**config.mk**
```make
export PLATFORM = sky130hd
export DESIGN_NAME = evt_timer
export DESIGN_NICKNAME = d
export VERILOG_FILES = /design/src/hw/evt_pkg.sv /design/src/hw/evt_timer.sv /design/src/hw/evt_pin_edge.sv
export SDC_FILE = /design/constraint.sdc
export NUM_CORES = 1
export LEC_CHECK = 0
export ABC_AREA = 1
export BUFFER_PORTS_ARGS = -buffer_cell sky130_fd_sc_hd__buf_2
export CORE_UTILIZATION = 55
export DETAILED_ROUTE_END_ITERATION = 12
export PLACE_DENSITY_LB_ADDON = 0.25
export SLEW_MARGIN = 25
export SYNTH_ARGS = -nofsm -noshare
export SYNTH_HDL_FRONTEND = slang
export SYNTH_HIERARCHICAL = 1
export SYNTH_SLANG_ARGS = --single-unit
```
**constraint.sdc**
```tcl
create_clock -name CLK_SYS -period 4.3 [get_ports CLK_SYS]
set_clock_uncertainty 0.15 [all_clocks]
set_input_delay 0 -clock CLK_SYS [delete_from_list [all_inputs] [get_ports CLK_SYS]]
set_output_delay 0 -clock CLK_SYS [all_outputs]
set_load 0.01 [all_outputs]
```
**src/hw/evt_pkg.sv**
```systemverilog
package evt_pkg;

	// ==========================================================
	// register map (byte addresses on the apb bus)
	localparam logic [7:0] EVT_OFF_COUNT = 8'h00;
	localparam logic [7:0] EVT_OFF_CMPA = 8'h04;
	localparam logic [7:0] EVT_OFF_CMPB = 8'h08;
	localparam logic [7:0] EVT_OFF_CTRL0 = 8'h0c;
	localparam logic [7:0] EVT_OFF_STAT = 8'h10;
	localparam logic [7:0] EVT_OFF_CTRL1 = 8'h14;

	// ==========================================================
	// primary_timer_control fields
	localparam int EVT_C0_IE_B = 7;
	localparam int EVT_C0_IE_A = 6;
	localparam int EVT_C0_IE_OVF = 5;
	localparam int EVT_C0_CLR_HI = 4;
	localparam int EVT_C0_CLR_LO = 3;
	localparam int EVT_C0_CKS_HI = 2;
	localparam int EVT_C0_CKS_LO = 0;

	// ==========================================================
	// timer_status_output_control fields
	localparam int EVT_ST_FLAG_B = 7;
	localparam int EVT_ST_FLAG_A = 6;
	localparam int EVT_ST_FLAG_OVF = 5;
	localparam int EVT_ST_OS_B_HI = 3;
	localparam int EVT_ST_OS_B_LO = 2;
	localparam int EVT_ST_OS_A_HI = 1;
	localparam int EVT_ST_OS_A_LO = 0;
	localparam logic [7:0] EVT_ST_ONES = 8'h10;

	// ==========================================================
	// secondary_timer_control fields
	localparam int EVT_C1_EDGE_HI = 4;
	localparam int EVT_C1_EDGE_LO = 3;
	localparam int EVT_C1_TRIGGER_START_ENABLE = 2;
	localparam int EVT_C1_EXTRA = 0;
	localparam logic [7:0] EVT_C1_ONES = 8'he0;
	localparam logic [7:0] EVT_C1_MASK = 8'h1d;

	// ==========================================================
	// reset values
	localparam logic [7:0] EVT_RST_COUNT = 8'h00;
	localparam logic [7:0] EVT_RST_CMP = 8'hff;
	localparam logic [7:0] EVT_RST_CTRL = 8'h00;
	localparam logic [3:0] EVT_RST_OS = 4'h0;
	localparam logic [31:0] EVT_RST_RDATA = 32'h0000_0000;

	// ==========================================================
	// field codes
	localparam logic [1:0] EVT_CLR_NONE = 2'h0;
	localparam logic [1:0] EVT_CLR_MATCH_A = 2'h1;
	localparam logic [1:0] EVT_CLR_MATCH_B = 2'h2;
	localparam logic [1:0] EVT_CLR_PIN = 2'h3;
	localparam logic [1:0] EVT_OUT_KEEP = 2'h0;
	localparam logic [1:0] EVT_OUT_LOW = 2'h1;
	localparam logic [1:0] EVT_OUT_HIGH = 2'h2;
	localparam logic [1:0] EVT_OUT_TOGGLE = 2'h3;
	localparam logic [1:0] EVT_EDGE_OFF = 2'h0;
	localparam logic [1:0] EVT_EDGE_RISE = 2'h1;
	localparam logic [1:0] EVT_EDGE_FALL = 2'h2;
	localparam logic [1:0] EVT_EDGE_BOTH = 2'h3;
	localparam logic [2:0] EVT_CKS_STOP0 = 3'h0;
	localparam logic [2:0] EVT_CKS_STOP1 = 3'h4;
	localparam int EVT_PRESC_W = 7;

	typedef enum logic {EVT_HALTED, EVT_COUNTING} evt_run_e;

	// ==========================================================
	// helpers
	function automatic logic evt_edge_hit(input logic [1:0] sel, input logic rise,
		input logic fall);
		evt_edge_hit = (sel[0] & rise) | (sel[1] & fall);
	endfunction

	function automatic logic evt_out_next(input logic [1:0] act, input logic cur);
		logic r;
		r = cur;
		unique case (act)
			EVT_OUT_KEEP: r = cur;
			EVT_OUT_LOW: r = 1'b0;
			EVT_OUT_HIGH: r = 1'b1;
			EVT_OUT_TOGGLE: r = ~cur;
		endcase
		evt_out_next = r;
	endfunction

	// falling edge of phi/2^(k+1) comes when the low k+1 prescaler bits are all ones
	function automatic logic [EVT_PRESC_W-1:0] evt_tap_mask(input logic [1:0] cks,
		input logic extra);
		logic [2:0] k;
		k = 3'({cks, 1'b0} - 3'd1) + 3'(extra);
		evt_tap_mask = EVT_PRESC_W'((8'h02 << k) - 8'h01);
	endfunction

endpackage

```
**src/hw/evt_timer.sv**
```systemverilog
// Implementation choices: the address map and the APB slave port.
`timescale 1ns/100ps
module evt_timer
	import evt_pkg::*;
(
	input wire logic CLK_SYS,
	input wire logic RST_N,
	input wire logic PSEL,
	input wire logic PENABLE,
	input wire logic PWRITE,
	input wire logic [7:0] PADDR,
	input wire logic [31:0] PWDATA,
	output logic [31:0] PRDATA,
	output logic PREADY,
	output logic PSLVERR,
	input wire logic EXTERNAL_CLOCK_PIN,
	input wire logic EXTERNAL_CLEAR_PIN,
	input wire logic START_TRIGGER_PIN,
	output logic WAVEFORM_OUT_PIN,
	output logic IRQ_MATCH_A,
	output logic IRQ_MATCH_B,
	output logic IRQ_OVERFLOW
);
	import evt_pkg::*;

	// ==========================================================
	// state
	logic [7:0] cnt_q, cnt_d;
	logic [7:0] cmpa_q, cmpb_q;
	logic [7:0] ctrl0_q, ctrl1_q;
	logic [3:0] os_q;
	logic [2:0] flags_q, flags_d;
	logic [2:0] arm_q, arm_d;
	logic ma_seen_q, mb_seen_q;
	logic [EVT_PRESC_W-1:0] presc_q;
	logic out_q, out_d;
	logic [2:0] irq_q;
	logic pready_q, pslverr_q;
	logic [31:0] prdata_q;
	evt_run_e run_q, run_d;

	// ==========================================================
	// pin edges
	logic ck_rise, ck_fall, clr_rise, trg_rise, trg_fall;

	evt_pin_edge u_ck (
		.clk(CLK_SYS),
		.rst_n(RST_N),
		.pin(EXTERNAL_CLOCK_PIN),
		.rise(ck_rise),
		.fall(ck_fall)
	);

	evt_pin_edge u_clr (
		.clk(CLK_SYS),
		.rst_n(RST_N),
		.pin(EXTERNAL_CLEAR_PIN),
		.rise(clr_rise),
		.fall()
	);

	evt_pin_edge u_trg (
		.clk(CLK_SYS),
		.rst_n(RST_N),
		.pin(START_TRIGGER_PIN),
		.rise(trg_rise),
		.fall(trg_fall)
	);

	// ==========================================================
	// apb decode; one wait state so read data comes from a flop
	wire access = PSEL & PENABLE;
	wire done = access & pready_q;
	wire hit_cnt = PADDR == EVT_OFF_COUNT;
	wire hit_cmpa = PADDR == EVT_OFF_CMPA;
	wire hit_cmpb = PADDR == EVT_OFF_CMPB;
	wire hit_c0 = PADDR == EVT_OFF_CTRL0;
	wire hit_st = PADDR == EVT_OFF_STAT;
	wire hit_c1 = PADDR == EVT_OFF_CTRL1;
	wire hit_any = hit_cnt | hit_cmpa | hit_cmpb | hit_c0 | hit_st | hit_c1;
	wire wr_done = done & PWRITE;
	wire wr_cnt = wr_done & hit_cnt;
	wire wr_st = wr_done & hit_st;
	wire rd_st = done & ~PWRITE & hit_st;
	wire [7:0] wdat = PWDATA[7:0];
	wire [7:0] stat_rd = {flags_q, 1'b0, os_q} | EVT_ST_ONES;
	wire [7:0] rd_mux = ({8{hit_cnt}} & cnt_q) | ({8{hit_cmpa}} & cmpa_q)
		| ({8{hit_cmpb}} & cmpb_q) | ({8{hit_c0}} & ctrl0_q)
		| ({8{hit_st}} & stat_rd) | ({8{hit_c1}} & (ctrl1_q | EVT_C1_ONES));

	// ==========================================================
	// control fields
	wire [2:0] cks = ctrl0_q[EVT_C0_CKS_HI:EVT_C0_CKS_LO];
	wire [1:0] clr_sel = ctrl0_q[EVT_C0_CLR_HI:EVT_C0_CLR_LO];
	wire [2:0] ie = {ctrl0_q[EVT_C0_IE_B], ctrl0_q[EVT_C0_IE_A], ctrl0_q[EVT_C0_IE_OVF]};
	wire [1:0] trg_sel = ctrl1_q[EVT_C1_EDGE_HI:EVT_C1_EDGE_LO];
	wire trigger_start_enable = ctrl1_q[EVT_C1_TRIGGER_START_ENABLE];
	wire extra = ctrl1_q[EVT_C1_EXTRA];
	wire [1:0] os_a = os_q[EVT_ST_OS_A_HI:EVT_ST_OS_A_LO];
	wire [1:0] os_b = os_q[EVT_ST_OS_B_HI:EVT_ST_OS_B_LO];

	// ==========================================================
	// count source
	wire [EVT_PRESC_W-1:0] tap = evt_tap_mask(cks[1:0], extra);
	wire int_tick = (presc_q & tap) == tap;
	wire ext_tick = evt_edge_hit(cks[1:0], ck_rise, ck_fall);
	wire stopped = (cks == EVT_CKS_STOP0) | (cks == EVT_CKS_STOP1);
	wire tick = ~stopped & (cks[2] ? ext_tick : int_tick);
	wire trg_hit = trigger_start_enable & evt_edge_hit(trg_sel, trg_rise, trg_fall);
	wire running = ~trigger_start_enable | (run_q == EVT_COUNTING);
	wire count_en = tick & running;

	// ==========================================================
	// compare; a write access to a constant masks its compare
	wire sup_a = access & PWRITE & hit_cmpa;
	wire sup_b = access & PWRITE & hit_cmpb;
	wire ma_now = (cnt_q == cmpa_q) & ~sup_a;
	wire mb_now = (cnt_q == cmpb_q) & ~sup_b;
	// one event per entry into equality, not one per cycle of it
	wire ma_evt = ma_now & ~ma_seen_q;
	wire mb_evt = mb_now & ~mb_seen_q;

	// ==========================================================
	// counter next value
	wire clr_evt = ((clr_sel == EVT_CLR_MATCH_A) & ma_evt)
		| ((clr_sel == EVT_CLR_MATCH_B) & mb_evt)
		| ((clr_sel == EVT_CLR_PIN) & clr_rise);
	// a software write to the counter wins over clear and count
	wire ovf_evt = count_en & (cnt_q == 8'hff) & ~wr_cnt & ~clr_evt;

	always_comb begin
		if (wr_cnt) begin
			cnt_d = wdat;
		end else if (clr_evt) begin
			cnt_d = 8'h00;
		end else if (count_en) begin
			cnt_d = cnt_q + 8'h01;
		end else begin
			cnt_d = cnt_q;
		end
	end

	// ==========================================================
	// start and stop; with trigger enable off the timer free-runs
	always_comb begin
		run_d = run_q;
		unique case (run_q)
			EVT_HALTED: begin
				if (trg_hit) begin
					run_d = EVT_COUNTING;
				end
			end
			EVT_COUNTING: begin
				if (clr_evt & ~trg_hit) begin
					run_d = EVT_HALTED;
				end
			end
		endcase
		if (~trigger_start_enable) begin
			run_d = EVT_HALTED;
		end
	end

	// ==========================================================
	// flags: set wins over clear, clear needs a prior read of one
	wire [2:0] flag_set = {mb_evt, ma_evt, ovf_evt};
	wire [2:0] wr_zero = ~{wdat[EVT_ST_FLAG_B], wdat[EVT_ST_FLAG_A], wdat[EVT_ST_FLAG_OVF]};
	wire [2:0] flag_clr = arm_q & {3{wr_st}} & wr_zero;

	assign flags_d = flag_set | (flags_q & ~flag_clr);
	assign arm_d = (arm_q | ({3{rd_st}} & flags_q)) & flags_d;

	// ==========================================================
	// waveform output; b acts after a when both match together
	wire out_mid = ma_evt ? evt_out_next(os_a, out_q) : out_q;
	assign out_d = mb_evt ? evt_out_next(os_b, out_mid) : out_mid;

	// ==========================================================
	// registers
	always_ff @(posedge CLK_SYS) begin
		if (!RST_N) begin
			cnt_q <= EVT_RST_COUNT;
			run_q <= EVT_HALTED;
			presc_q <= '0;
			ma_seen_q <= 1'b0;
			mb_seen_q <= 1'b0;
			flags_q <= 3'h0;
			arm_q <= 3'h0;
			out_q <= 1'b0;
			irq_q <= 3'h0;
		end else begin
			cnt_q <= cnt_d;
			run_q <= run_d;
			presc_q <= presc_q + 1'b1;
			ma_seen_q <= ma_now;
			mb_seen_q <= mb_now;
			flags_q <= flags_d;
			arm_q <= arm_d;
			out_q <= out_d;
			irq_q <= flags_q & ie;
		end
	end

	always_ff @(posedge CLK_SYS) begin
		if (!RST_N) begin
			cmpa_q <= EVT_RST_CMP;
			cmpb_q <= EVT_RST_CMP;
			ctrl0_q <= EVT_RST_CTRL;
			ctrl1_q <= EVT_RST_CTRL;
			os_q <= EVT_RST_OS;
		end else if (wr_done) begin
			if (hit_cmpa) cmpa_q <= wdat;
			if (hit_cmpb) cmpb_q <= wdat;
			if (hit_c0) ctrl0_q <= wdat;
			if (hit_c1) ctrl1_q <= wdat & EVT_C1_MASK;
			if (hit_st) os_q <= wdat[3:0];
		end
	end

	always_ff @(posedge CLK_SYS) begin
		if (!RST_N) begin
			pready_q <= 1'b0;
			pslverr_q <= 1'b0;
			prdata_q <= EVT_RST_RDATA;
		end else begin
			pready_q <= access & ~pready_q;
			pslverr_q <= access & ~pready_q & ~hit_any;
			if (access & ~pready_q) prdata_q <= PWRITE ? EVT_RST_RDATA : {24'h00_0000, rd_mux};
		end
	end

	assign PRDATA = prdata_q;
	assign PREADY = pready_q;
	assign PSLVERR = pslverr_q;
	assign WAVEFORM_OUT_PIN = out_q;
	assign IRQ_MATCH_B = irq_q[2];
	assign IRQ_MATCH_A = irq_q[1];
	assign IRQ_OVERFLOW = irq_q[0];
endmodule

```
**src/hw/evt_pin_edge.sv**
```systemverilog
`timescale 1ns/100ps
module evt_pin_edge (
	input wire logic clk,
	input wire logic rst_n,
	input wire logic pin,
	output logic rise,
	output logic fall
);
	// ==========================================================
	// two-stage synchroniser, then edge detect on the second stage only
	logic meta_q;
	logic sync_q;
	logic prev_q;

	always_ff @(posedge clk) begin
		if (!rst_n) begin
			meta_q <= 1'b0;
			sync_q <= 1'b0;
			prev_q <= 1'b0;
		end else begin
			meta_q <= pin;
			sync_q <= meta_q;
			prev_q <= sync_q;
		end
	end

	assign rise = sync_q & ~prev_q;
	assign fall = ~sync_q & prev_q;
endmodule

```
==> qor.yml <==
htree_levels: 3
finalCriticalPeriod_ns: 2.133
io_buffers: 37
cp_max_fo: 6
wire_per_inst_um: 13.25
syn_area_um2: 4202
grt_busiest_layer: "met2"
arrival_ns: 2.28
powerDensity_nw_per_um2: 286.4
startpoint: "cnt_q[0]"
use_met1_pct: 35.16
viasPerCell: 5.218
place_area_um2: 4343
leakagePower_nw: 2.188
end_kind: "register"
rr_endpoint: "arm_q[0]"
cts_tree: "done"
wirelength_um: 10270
critical_path_class: "register to register"
hp-class: "input port to register"
gp_congestion: 0.8708
timing.final.crit_share_pct: 49.61
clk_pin_slew_ns: 0.10
rows: 31
drv_cap: 0
areaGrowthSynthToFinish_pct: 10.75
die_y_um: 89.40
drc: 0
vias: 4044
fmaxAchievable_mhz: 468.8
rsz0062_at_grt: "false"
dp.cells: 746
relSlewSlack_pct: 33.99
clock_latency_ns: 0.36
tns_ns: 0
crit_required_ns: 4.45
dieArea_um2: 7992
hold_ws_ns: 0.02630
ys_warn_count: 6
grt_util_met3_pct: 4.063
drive_above_1_share_pct: 13.02
finalMaxSlewViolations: 0
antenna_cells: 0
die_x_um: 89.40
coreArea_um2: 7331
drt_iter0_drc: 292
initial_core_util_pct: 57.31
track_usage_pct: 27.55
reg2regPathDepth: 11
cts_buffers: 9
antenna_found_initial: 0
hold_viol_final: 0
grt_pass1_vias: 3545
cp-start-kind: "register"
antenna_left: 0
firstDrtPassIters: 6
vdd_drop_max_v: 0.0002206
crit_end: "arm_q[0]"
fin_nets: 721
r2r_slack_ns: 2.17
grt_start_max_net_pins: 56
io_pins: 86
grt_pass1_wl_um: 16660
worstMarginPinSlew_ns: 0.9901
finalNonFillerCells: 775
avgSynthCellArea_um2: 6.712
clock_sink_count: 79
finalSetupViolCount: 0
final_util_pct: 63.48
r2r_start: "cnt_q[0]"
hpwl_um: 7128
status: "complete, no violations"
cts_root_buf: "clkbuf_8"
met2_usage_pct: 46.22
grt_overflow_total: 0
syn_inst: 626
cts_buffer_depth: 2
stdcell_area_um2: 4653
==> cells in the final DEF, fill, tap and decap left out, types with 5 or more instances in the layout <==
master / n
inv_2: 14
nand4_1: 10
buf_2: 37
nor2_2: 8
o211ai_1: 19
nand3_1: 18
nand2_1: 180
o22ai_1: 7
clkbuf_8: 9
a21oi_1: 33
conb_1: 24
dlygate4sd3_1: 13
inv_1: 66
o21ai_0: 24
nor2_1: 85
xor2_1: 5
dfxtp_1: 79
nor3_1: 5
==> what timing repair did <==
item | in CTS | in global routing
gates resized for setup | 0 | 0
endpoints found under the setup margin | 0 | 0
hold buffers | 13 | 0
setup buffers | 0 | 0
hold endpoints to repair | 53 | 0
==> power breakdown <==
group / total [mW] / leakage [nW] / internal (mW) / switching, mW
combinational: 0.0758 / 1.46 / 0.0248 / 0.0510
sequential: 0.741 / 0.639 / 0.737 / 0.00387
clock: 0.516 / 0.0838 / 0.215 / 0.300
==> critical path, cell delays in order, from the launching register on <==
cell and delay, ns:
dfxtp_1 0.48, ha_1 0.24, nand3_1 0.15, nor3_1 0.27, nand2_1 0.08, nor2_1 0.21, nand3_1 0.10, nor2_1 0.09
nand2_1 0.11, nand2_1 0.08, nand2_1 0.04, nor2_1 0.07
==> registers in the layout, indices dropped and copies added (netlist names), 3 cells and up <==
register and flops:
cmpa_q 8, flags_q 3, irq_q 3, cmpb_q 8, ctrl1_q 4, cnt_q 8, os_q 4, arm_q 3
ctrl0_q 8, presc_q 7, PRDATA 8
==> worst min-delay path by stage <==
stage	depth (start not counted)	start	to	slack [ns]
6_report	4	PADDR[2]	PSLVERR	0.03
5_1_grt	4	PADDR[2]	PSLVERR	0.07
4_1_cts	4	PADDR[2]	PSLVERR	0.01
3_5_place_dp	3	EXTERNAL_CLOCK_PIN	u_ck/meta_q	0.03
3_3_place_gp	3	EXTERNAL_CLEAR_PIN	u_clr/meta_q	0.03
2_1_floorplan	2	EXTERNAL_CLOCK_PIN	u_ck/meta_q	-0.06
==> area by class of cell <==
type | instances | area, um^2
fillers | 707 | 2678
well taps | 99 | 123.9
clock buffers | 9 | 123.9
repair buffers | 50 | 315.3
clock inverters | 7 | 56.30
flip-flops and latches | 79 | 1582
inverters | 81 | 304.0
multi-input cells | 450 | 2148
==> routing by layer <==
| layer | part of all wire [%] | vias to the layer above |
|---|---|---|
| met5 | 0 | - |
| met4 | 2.9 | 0 |
| met3 | 6.6 | 25 |
| met2 | 46 | 169 |
| met1 | 44 | 1810 |
| li1 | - | 2040 |
==> per-stage QoR <==
| stage | power, mW | setup slack, ns |
|---|---|---|
| 2_1_floorplan | 0.8141 | 2.557 |
| 3_3_place_gp | 0.8235 | 2.210 |
| 3_5_place_dp | 0.8250 | 2.181 |
| 4_1_cts | 1.336 | 2.193 |
| 5_1_grt | 1.378 | 1.903 |
| 6_report | 1.333 | 2.167 |
No activity file was read; power rests on OpenSTA's default activity.
